**src/bldc_defines.svh**
```systemverilog
// Offsets, field positions, reset values and timing constants of the commutation block.
`ifndef BLDC_DEFINES_SVH
`define BLDC_DEFINES_SVH
`define CLK_MHZ           200
`define OSC_FREQ_KHZ      50
`define TACH_ON_US        220
`define OSC_CYCLES        ((`CLK_MHZ * 1000) / `OSC_FREQ_KHZ)
`define TACH_CYCLES       (`TACH_ON_US * `CLK_MHZ)
`define ADDR_CTRL         12'h000
`define ADDR_STATUS       12'h004
`define ADDR_MASK         12'h008
`define ADDR_STATE        12'h00c
`define CTRL_RESET        32'h0000_0001
`define MASK_RESET        32'h0000_0000
`define CTRL_ENABLE_BIT   0
`define EV_OVER_CURRENT   0
`define EV_OVERVOLTAGE    1
`define EV_DIR_APPLIED    2
`define EV_COMMUTATION    3
`define EV_UNDERVOLTAGE   4
`define EV_COUNT          5
`define SYNC_WIDTH        13
`endif

```
**src/bldc_pkg.sv**
```systemverilog
// Types shared by the commutation block.
package bldc_pkg;
	typedef logic [2:0] phase_t;
	typedef logic [4:0] event_t;
	typedef logic [15:0] count_t;
endpackage

```
**src/bldc_commutation_direction_ctrl.sv**
```systemverilog
// Commutation, direction reversal, chopping and protection logic of a brushless motor controller.
`timescale 1ns/10ps
`default_nettype none
`include "bldc_defines.svh"
// Notes on behaviour
// - Direction request goes through a latch, then a two-stage shift register.
// - Direction latch follows only while speed is below threshold; otherwise holds.
// - Latch or shift register input differing from output forces all drives off, except in brake.
// - Shift register advances on oscillator tick; change lands in one to two periods.
// - A toggle of direction request fires one tach pulse when no tach pulse is already running.
// - Decoder derives six drives from position latches and effective direction.
// - PWM comparator clears PWM latch, chopping drives until next oscillator cycle.
// - Peak current ends present on-time, giving current-limit operation.
// - Over-current sets soft start; outside brake drives stay off until it clears, in brake only while over-current lasts.
// - Overvoltage or coast input shuts all drives off.
// - Position change loads latches and, outside brake, starts a tach pulse.
// - Position latches ignore inputs while tach pulse is high.
// - Quad select low chops low side only; high chops all; brake ignores it.
// - Brake: high sides off, low sides on, no commutation tach, still protected and chopped.
module bldc_commutation_direction_ctrl
	import bldc_pkg::*;
#(
	parameter int OSC_CYCLES  = `OSC_CYCLES,
	parameter int TACH_CYCLES = `TACH_CYCLES
) (
	// Clock and reset.
	input  wire logic        clock,
	input  wire logic        rst,
	// APB slave.
	input  wire logic        psel,
	input  wire logic        penable,
	input  wire logic        pwrite,
	input  wire logic [11:0] paddr,
	input  wire logic [31:0] pwdata,
	output logic      [31:0] prdata,
	output logic             pready,
	output logic             pslverr,
	// Sensor, command and comparator inputs.
	input  wire logic        rotor_sensor_a,
	input  wire logic        rotor_sensor_b,
	input  wire logic        rotor_sensor_c,
	input  wire logic        dir_request,
	input  wire logic        speed_below_threshold,
	input  wire logic        pwm_comparator_flag,
	input  wire logic        peak_current_flag,
	input  wire logic        over_current_flag,
	input  wire logic        overvoltage_coast_input,
	input  wire logic        brake_timing_input,
	input  wire logic        quad_select,
	input  wire logic        undervoltage_flag,
	input  wire logic        soft_start_discharged,
	// Drives and indicators.
	output logic      [2:0]  high_side_drives_n,
	output logic      [2:0]  low_side_drives,
	output logic             tach_pulse,
	output logic             soft_start_node,
	output logic             irq
);
	logic [`SYNC_WIDTH-1:0] raw_in;
	logic [`SYNC_WIDTH-1:0] sync_in;
	phase_t pos_s;
	logic dir_s, speed_low_s, pwm_cmp_s, peak_s, oc_s, ov_s, brake_s, quad_s, uv_s, ss_empty_s;

	assign raw_in = {soft_start_discharged, undervoltage_flag, quad_select, brake_timing_input,
		overvoltage_coast_input, over_current_flag, peak_current_flag, pwm_comparator_flag,
		speed_below_threshold, dir_request, rotor_sensor_a, rotor_sensor_b, rotor_sensor_c};

	bldc_sync #(.WIDTH(`SYNC_WIDTH)) u_sync (
		.clock (clock),
		.rst   (rst),
		.din   (raw_in),
		.dout  (sync_in)
	);

	assign {ss_empty_s, uv_s, quad_s, brake_s, ov_s, oc_s, peak_s, pwm_cmp_s, speed_low_s, dir_s, pos_s} = sync_in;

	// Six-step table; a reversed direction swaps high and low phases.
	// six-step table
	function automatic logic [5:0] decode(input phase_t pos, input logic rev);
		logic [5:0] hl;
		hl = 6'h00;
		case (pos)
			3'h5: hl = {3'b100, 3'b010};
			3'h4: hl = {3'b100, 3'b001};
			3'h6: hl = {3'b010, 3'b001};
			3'h2: hl = {3'b010, 3'b100};
			3'h3: hl = {3'b001, 3'b100};
			3'h1: hl = {3'b001, 3'b010};
			default: hl = 6'h00;
		endcase
		if (rev)
			hl = {hl[2:0], hl[5:3]};
		return hl;
	endfunction

	count_t osc_cnt_reg, osc_cnt_next, tach_cnt_reg, tach_cnt_next;
	logic osc_tick, pwm_latch_reg, pwm_latch_next;
	logic dir_latch_reg, dir_latch_next, dir_prev_reg, dir_prev_next;
	logic [1:0] dir_shift_reg, dir_shift_next;
	phase_t pos_reg, pos_next;
	logic tach_next, ss_next, dir_inhibit, pos_load, tach_fire, drives_off;
	logic [5:0] dec;
	logic [2:0] hi_on, lo_on;
	logic [2:0] high_n_next, low_next;
	logic enable;

	// Oscillator tick ends each PWM period.
	assign osc_tick = (osc_cnt_reg == count_t'(OSC_CYCLES - 1));

	assign dir_inhibit = (dir_s != dir_latch_reg) || (dir_latch_reg != dir_shift_reg[1]);
	assign pos_load  = (pos_s != pos_reg) && !tach_pulse;
	assign tach_fire = (pos_load && !brake_s) || (dir_s != dir_prev_reg);
	assign drives_off = dir_inhibit || oc_s || ov_s || uv_s || soft_start_node || !enable;
	assign dec = decode(pos_reg, dir_shift_reg[1]);

	// Next values of the oscillator, latches, tach timer and soft start.
	always_comb
	begin
		osc_cnt_next = osc_tick ? 16'h0000 : osc_cnt_reg + 16'h0001;
		pwm_latch_next = osc_tick ? 1'b1 : pwm_latch_reg;
		if (pwm_cmp_s || peak_s)
			pwm_latch_next = 1'b0;
		dir_latch_next = speed_low_s ? dir_s : dir_latch_reg;
		dir_shift_next = osc_tick ? {dir_shift_reg[0], dir_latch_reg} : dir_shift_reg;
		dir_prev_next = dir_s;
		pos_next = pos_load ? pos_s : pos_reg;
		tach_cnt_next = tach_cnt_reg;
		tach_next = tach_pulse;
		if (tach_pulse)
		begin
			tach_cnt_next = tach_cnt_reg - 16'h0001;
			tach_next = (tach_cnt_reg != 16'h0000); // Ending at zero keeps the pulse TACH_CYCLES long.
		end
		else if (tach_fire)
		begin
			tach_cnt_next = count_t'(TACH_CYCLES - 1);
			tach_next = 1'b1;
		end
		if (oc_s || uv_s)
			ss_next = 1'b1;
		else
			ss_next = soft_start_node && !ss_empty_s;
	end

	// Drive composition.
	always_comb
	begin
		if (brake_s)
		begin
			hi_on = 3'b000;
			lo_on = {3{pwm_latch_reg && !peak_s && !oc_s && !ov_s && !uv_s && enable}};
		end
		else
		begin
			hi_on = dec[5:3] & {3{pwm_latch_reg || !quad_s}};
			lo_on = dec[2:0] & {3{pwm_latch_reg}};
			if (drives_off)
			begin
				hi_on = 3'b000;
				lo_on = 3'b000;
			end
		end
		high_n_next = ~hi_on;
		low_next    = lo_on;
	end

	// Core state registers.
	always_ff @(posedge clock or posedge rst)
	begin
		if (rst)
		begin
			osc_cnt_reg        <= 16'h0000;
			tach_cnt_reg       <= 16'h0000;
			pwm_latch_reg      <= 1'b0;
			dir_latch_reg      <= 1'b0;
			dir_prev_reg       <= 1'b0;
			dir_shift_reg      <= 2'b00;
			pos_reg            <= 3'h0;
			tach_pulse         <= 1'b0;
			soft_start_node    <= 1'b1;
			high_side_drives_n <= 3'b111;
			low_side_drives    <= 3'b000;
		end
		else
		begin
			osc_cnt_reg        <= osc_cnt_next;
			tach_cnt_reg       <= tach_cnt_next;
			pwm_latch_reg      <= pwm_latch_next;
			dir_latch_reg      <= dir_latch_next;
			dir_prev_reg       <= dir_prev_next;
			dir_shift_reg      <= dir_shift_next;
			pos_reg            <= pos_next;
			tach_pulse         <= tach_next;
			soft_start_node    <= ss_next;
			high_side_drives_n <= high_n_next;
			low_side_drives    <= low_next;
		end
	end

	// Register file: control, sticky status cleared by read, mask, live state.
	logic [31:0] ctrl_reg, ctrl_next, mask_reg, mask_next, prdata_next;
	event_t status_reg, status_next, ev;
	logic pready_next, pslverr_next, irq_next, acc_done, oc_d_reg, ov_d_reg, uv_d_reg, dir_d_reg;
	logic mapped;

	assign enable   = ctrl_reg[`CTRL_ENABLE_BIT];
	assign acc_done = psel && penable && pready;
	assign mapped   = (paddr == `ADDR_CTRL) || (paddr == `ADDR_STATUS) ||
		(paddr == `ADDR_MASK) || (paddr == `ADDR_STATE);

	// Events are rising edges of faults, applied direction changes and commutations.
	always_comb
	begin
		ev = 5'h00;
		ev[`EV_OVER_CURRENT] = oc_s && !oc_d_reg;
		ev[`EV_OVERVOLTAGE]  = ov_s && !ov_d_reg;
		ev[`EV_DIR_APPLIED]  = dir_shift_reg[1] != dir_d_reg;
		ev[`EV_COMMUTATION]  = pos_load;
		ev[`EV_UNDERVOLTAGE] = uv_s && !uv_d_reg;
	end

	// Bus answers one cycle into the access phase; set wins over read-clear.
	always_comb
	begin
		ctrl_next    = ctrl_reg;
		mask_next    = mask_reg;
		status_next  = status_reg;
		pready_next  = psel && penable && !pready;
		pslverr_next = psel && penable && !pready && !mapped;
		prdata_next  = 32'h0000_0000;
		if (psel && penable && !pready && !pwrite)
		begin
			case (paddr)
				`ADDR_CTRL:   prdata_next = ctrl_reg;
				`ADDR_STATUS: prdata_next = {27'h0000000, status_reg};
				`ADDR_MASK:   prdata_next = mask_reg;
				`ADDR_STATE:  prdata_next = {22'h000000, soft_start_node, tach_pulse, brake_s,
					pwm_latch_reg, dir_inhibit, dir_latch_reg, dir_shift_reg[1], pos_reg};
				default:      prdata_next = 32'h0000_0000;
			endcase
		end
		if (acc_done && pwrite && (paddr == `ADDR_CTRL))
			ctrl_next = {31'h00000000, pwdata[0]};
		if (acc_done && pwrite && (paddr == `ADDR_MASK))
			mask_next = {27'h0000000, pwdata[4:0]};
		if (acc_done && !pwrite && (paddr == `ADDR_STATUS))
			status_next = 5'h00;
		status_next = status_next | ev;
		irq_next = |(status_reg & mask_reg[4:0]);
	end

	// Register file storage.
	always_ff @(posedge clock or posedge rst)
	begin
		if (rst)
		begin
			ctrl_reg   <= `CTRL_RESET;
			mask_reg   <= `MASK_RESET;
			status_reg <= 5'h00;
			prdata     <= 32'h0000_0000;
			pready     <= 1'b0;
			pslverr    <= 1'b0;
			irq        <= 1'b0;
			oc_d_reg   <= 1'b0;
			ov_d_reg   <= 1'b0;
			uv_d_reg   <= 1'b0;
			dir_d_reg  <= 1'b0;
		end
		else
		begin
			ctrl_reg   <= ctrl_next;
			mask_reg   <= mask_next;
			status_reg <= status_next;
			prdata     <= prdata_next;
			pready     <= pready_next;
			pslverr    <= pslverr_next;
			irq        <= irq_next;
			oc_d_reg   <= oc_s;
			ov_d_reg   <= ov_s;
			uv_d_reg   <= uv_s;
			dir_d_reg  <= dir_shift_reg[1];
		end
	end
endmodule
`default_nettype wire

```
**src/bldc_sync.sv**
```systemverilog
// Two-stage synchroniser for a vector of levels.
`timescale 1ns/10ps
`default_nettype none
module bldc_sync #(
	parameter int WIDTH = 1
) (
	// Clock and reset.
	input  wire logic             clock,
	input  wire logic             rst,
	// Level in and synchronised level out.
	input  wire logic [WIDTH-1:0] din,
	output logic      [WIDTH-1:0] dout
);
	logic [WIDTH-1:0] meta_reg;
	logic [WIDTH-1:0] meta_next;
	logic [WIDTH-1:0] out_next;

	// The first stage is read only by the second stage.
	always_comb
	begin
		meta_next = din;
		out_next  = meta_reg;
	end

	// Both stages register here.
	always_ff @(posedge clock or posedge rst)
	begin
		if (rst)
		begin
			meta_reg <= '0;
			dout     <= '0;
		end
		else
		begin
			meta_reg <= meta_next;
			dout     <= out_next;
		end
	end
endmodule
`default_nettype wire

```
**config.mk**
```make
export PLATFORM = sky130hd
export DESIGN_NAME = bldc_commutation_direction_ctrl
export DESIGN_NICKNAME = d
export VERILOG_FILES = /design/src/bldc_pkg.sv /design/src/bldc_commutation_direction_ctrl.sv /design/src/bldc_sync.sv
export VERILOG_INCLUDE_DIRS = /design/src
export SDC_FILE = /design/constraint.sdc
export NUM_CORES = 1
export LEC_CHECK = 0
export ABC_AREA = 0
export BUFFER_PORTS_ARGS = -buffer_cell sky130_fd_sc_hd__buf_2
export CAP_MARGIN = 15
export CORE_MARGIN = 1
export CORE_UTILIZATION = 55
export DETAILED_ROUTE_END_ITERATION = 6
export PLACE_DENSITY = 0.9
export SYNTH_ARGS = -nofsm -noshare
export SYNTH_HDL_FRONTEND = slang
export SYNTH_SLANG_ARGS = --single-unit
```
**constraint.sdc**
```tcl
create_clock -name clock -period 4.22 [get_ports clock]
set_input_delay 0.211 -clock clock [delete_from_list [all_inputs] [get_ports clock]]
set_output_delay 0.211 -clock clock [all_outputs]
set_load 0.02 [all_outputs]
```
==> impl_metrics.tcl <==
set metrics [dict create \
    outcome "finished, violations left" \
    violations "hold timing" \
    die_x_um 89.97 \
    r2r-end "high_side_drives_n[1]" \
    synth_seq_cells 102 \
    hold_path.class "in2async" \
    start_util 0.5776 \
    powerDensity_nw_per_um2 401.6 \
    worst_setup_path_end_kind "flop" \
    grt_max_degree 68 \
    clock_path_buffers 2 \
    cpMaxStageDelayCell "or4b_2" \
    switching_share 0.2728 \
    rsz0062_at_grt "no" \
    finalHoldViolCount 12 \
    layout.nets 486 \
    period_needed_ns 2.315 \
    ys_top_cells_by_area "dfrtp_1 57%, mux2_2 4.2%, buf_4 3.9%" \
    cts_tree "built" \
    clock_sinks 102 \
    pwr-share-seq 0.567 \
    clkTransAtPathRegs_ns 0.10 \
    totalWireLength_um 7649 \
    cts_made_buffers 9 \
    p_switching_mw 0.5332 \
    start_kind "flop" \
    die_h_um 89.97 \
    synth_top_area_cell "dfrtp_1" \
    arrival_ns 2.58 \
    yosys-top-cells-count "97 x dfrtp_1, 22 x buf_4, 21 x nor2_1" \
    max_cap_viol_count 0 \
    place_congestion 0.8462 \
    timing_worst_slew_pin_value_ns 0.7781 \
    fin_crit_sh 0.5486 \
    dieArea_um2 8095 \
    combPwrFrac 0.110 \
    diodes 0 \
    critPathTopFamily "compound AO/OA/AOI/OAI gates" \
    ys_types 52 \
    max_slew_margin 0.4812 \
    cts_resized 0 \
    drtPass1Iterations 5 \
    track_usage 0.2036 \
    fmax_mhz 432.0 \
    viasPerCell 5.477 \
    synth_cells 356 \
    cts-root-buf "clkbuf_8" \
    synth_ff_type "dfrtp_1" \
    antenna_found_initial 0 \
    htreeDepth 3 \
    ys_warn_count 0 \
    hold_ws_ns -0.007641 \
    rrSetupSlack_ns 1.91 \
    leakagePower_nw 2.320 \
    clock_latency_ns 0.36 \
    drt_iter0_markers 146 \
    drv_slew 0 \
    placementRows 31 \
    required_ns 4.48 \
    tns_ns 0 \
    grt_pass1_vias 2780 \
    postLayoutSetupSlackWorst_ns 1.905 \
    setup.worst_path.class "reg2reg" \
    pre_cts_ws_ns 1.959 \
    yosysMostFrequentCell "dfrtp_1" \
    path_cells "or4b_2 > a2111oi_0 > a21boi_0 > o21ai_0" \
    route.antenna.remaining_nets 0 \
    dp.final_hpwl_um 5344 \
    overflow 0 \
    max_stage_delay_ns 0.63 \
    netlist_area_um2 4257 \
    finClkSkew_ns 0.01112 \
    wl_per_cell_um 14.54 \
    num_vias 2881 \
    avgSynthCellArea_um2 11.96 \
    area.growth.synth_to_final_pct 14.37 \
    cell_internal_pwr_mw 1.422 \
    synth-edff-count 0 \
    drc 0 \
    cp_num_buf_inv 0 \
    clock_power_share 0.323 \
    async_reset_ff_frac 1.000 \
    timing.rr.start "ctrl_reg[0]" \
    ios 105 \
    portBuffers 55 \
    grt_pass1_wl_um 12990 \
    ir_drop_mv 0.2729 \
    rr_worst_depth 4 \
    coreArea_um2 7370 \
    synth_top_area_share 0.5703 \
    cp_max_fo 3 \
    setup_violations 0 \
    drive_gt1_frac 0.2342 \
    yosysSeqAreaShare 0.6011 \
]
[metrics by stage]
step	power (mW)	area (um2)	util	cells	hold slack (ns)
finish	1.955	4868	0.6606	526	-0.007641
global route	2.049	4868	0.6606	526	0.04419
CTS	1.969	4868	0.6606	526	0.006071
detailed placement	1.327	4529	0.6146	497	0.3203
global placement	1.306	4529	0.6146	497	0.3209
floorplan	1.285	4335	-	377	0.2424
[area by class of cell]
class	instances	area [um2]
Sequential cell	102	2559
Clock buffer	9	123.9
Clock inverter	7	85.08
Fill cell	560	2501
Multi-Input combinational cell	229	1520
Inverter	11	43.79
Timing Repair Buffer	69	412.9
Tap cell	99	123.9
[power groups by stage]
| stage | sequential [mW] | clock (mW) | combinational [mW] |
|---|---|---|---|
| after CTS | 1.11 | 0.648 | 0.215 |
| after global routing | 1.12 | 0.689 | 0.242 |
| after detailed placement | 1.12 | 0 | 0.203 |
| after global placement | 1.12 | 0 | 0.188 |
| after floorplan | 1.09 | 0 | 0.190 |
| final | 1.11 | 0.632 | 0.215 |
[layer usage]
layer	routed length (um)	up-vias	track usage	part of all wire
met3	458	16	0.04653	0.060
met2	3823	122	0.3282	0.50
met1	3206	1413	0.2615	0.42
li1	-	1330	-	-
met5	0	-	0	0
met4	160	0	0.1008	0.021
[how the worst max path moves through the flow]
stage	cells after the start	end	startpoint
6_report	4	high_side_drives_n[1]	ctrl_reg[0]
5_1_grt	4	high_side_drives_n[1]	ctrl_reg[0]
4_1_cts	4	high_side_drives_n[0]	ctrl_reg[0]
3_5_place_dp	4	high_side_drives_n[0]	ctrl_reg[0]
3_3_place_gp	4	tach_cnt_reg[15]	tach_pulse
2_1_floorplan	1	dir_d_reg	rst
[timing repair]
| item | 4_1_cts | 5_1_grt |
|---|---|---|
| hold endpoints to repair | 13 | 0 |
| hold buffers | 13 | 0 |
| setup buffers | 0 | 0 |
[cells by family (layout without fill, tap and decap cells)]
family	Yosys count	in the layout	share of synthesized area
simple gates	116	116	0.1587
compound gates	46	46	0.07084
xor+xnor	22	22	0.04527
buf+inv	46	96	0.06026
other cells	1	22	0.0008810
fa+ha+maj	2	2	0.005878
mux	21	21	0.05702
flops	102	102	0.6011
[layout by cell type, fill, tap and decap left out, types with 2 or more instances in the layout]
cell | synthesis | final
a211oi_1 | 2 | 2
a21o_1 | 3 | 3
a21oi_1 | 11 | 11
a22o_1 | 3 | 3
a22oi_1 | 6 | 6
and2_1 | 3 | 3
and3_1 | 6 | 6
and3b_1 | 3 | 3
and4_1 | 2 | 2
buf_2 | 1 | 55
clkbuf_8 | 0 | 9
conb_1 | 1 | 22
dfrtp_1 | 97 | 97
dfstp_2 | 5 | 5
dlygate4sd3_1 | 0 | 13
ha_1 | 2 | 2
inv_1 | 11 | 10
inv_6 | 0 | 4
mux2_2 | 16 | 16
mux2i_1 | 4 | 4
nand2_1 | 15 | 15
nand3_1 | 6 | 6
nand4_1 | 6 | 6
nand4b_1 | 2 | 2
nor2_1 | 21 | 21
nor2b_1 | 12 | 12
nor3_1 | 10 | 10
nor3b_1 | 3 | 3
nor4_1 | 5 | 5
o21ai_0 | 10 | 10
o31a_1 | 2 | 2
or2_2 | 2 | 2
or3_1 | 5 | 5
or4_1 | 8 | 8
xnor2_1 | 13 | 13
xor2_1 | 9 | 9
No activity file was read; power rests on OpenSTA's default activity.
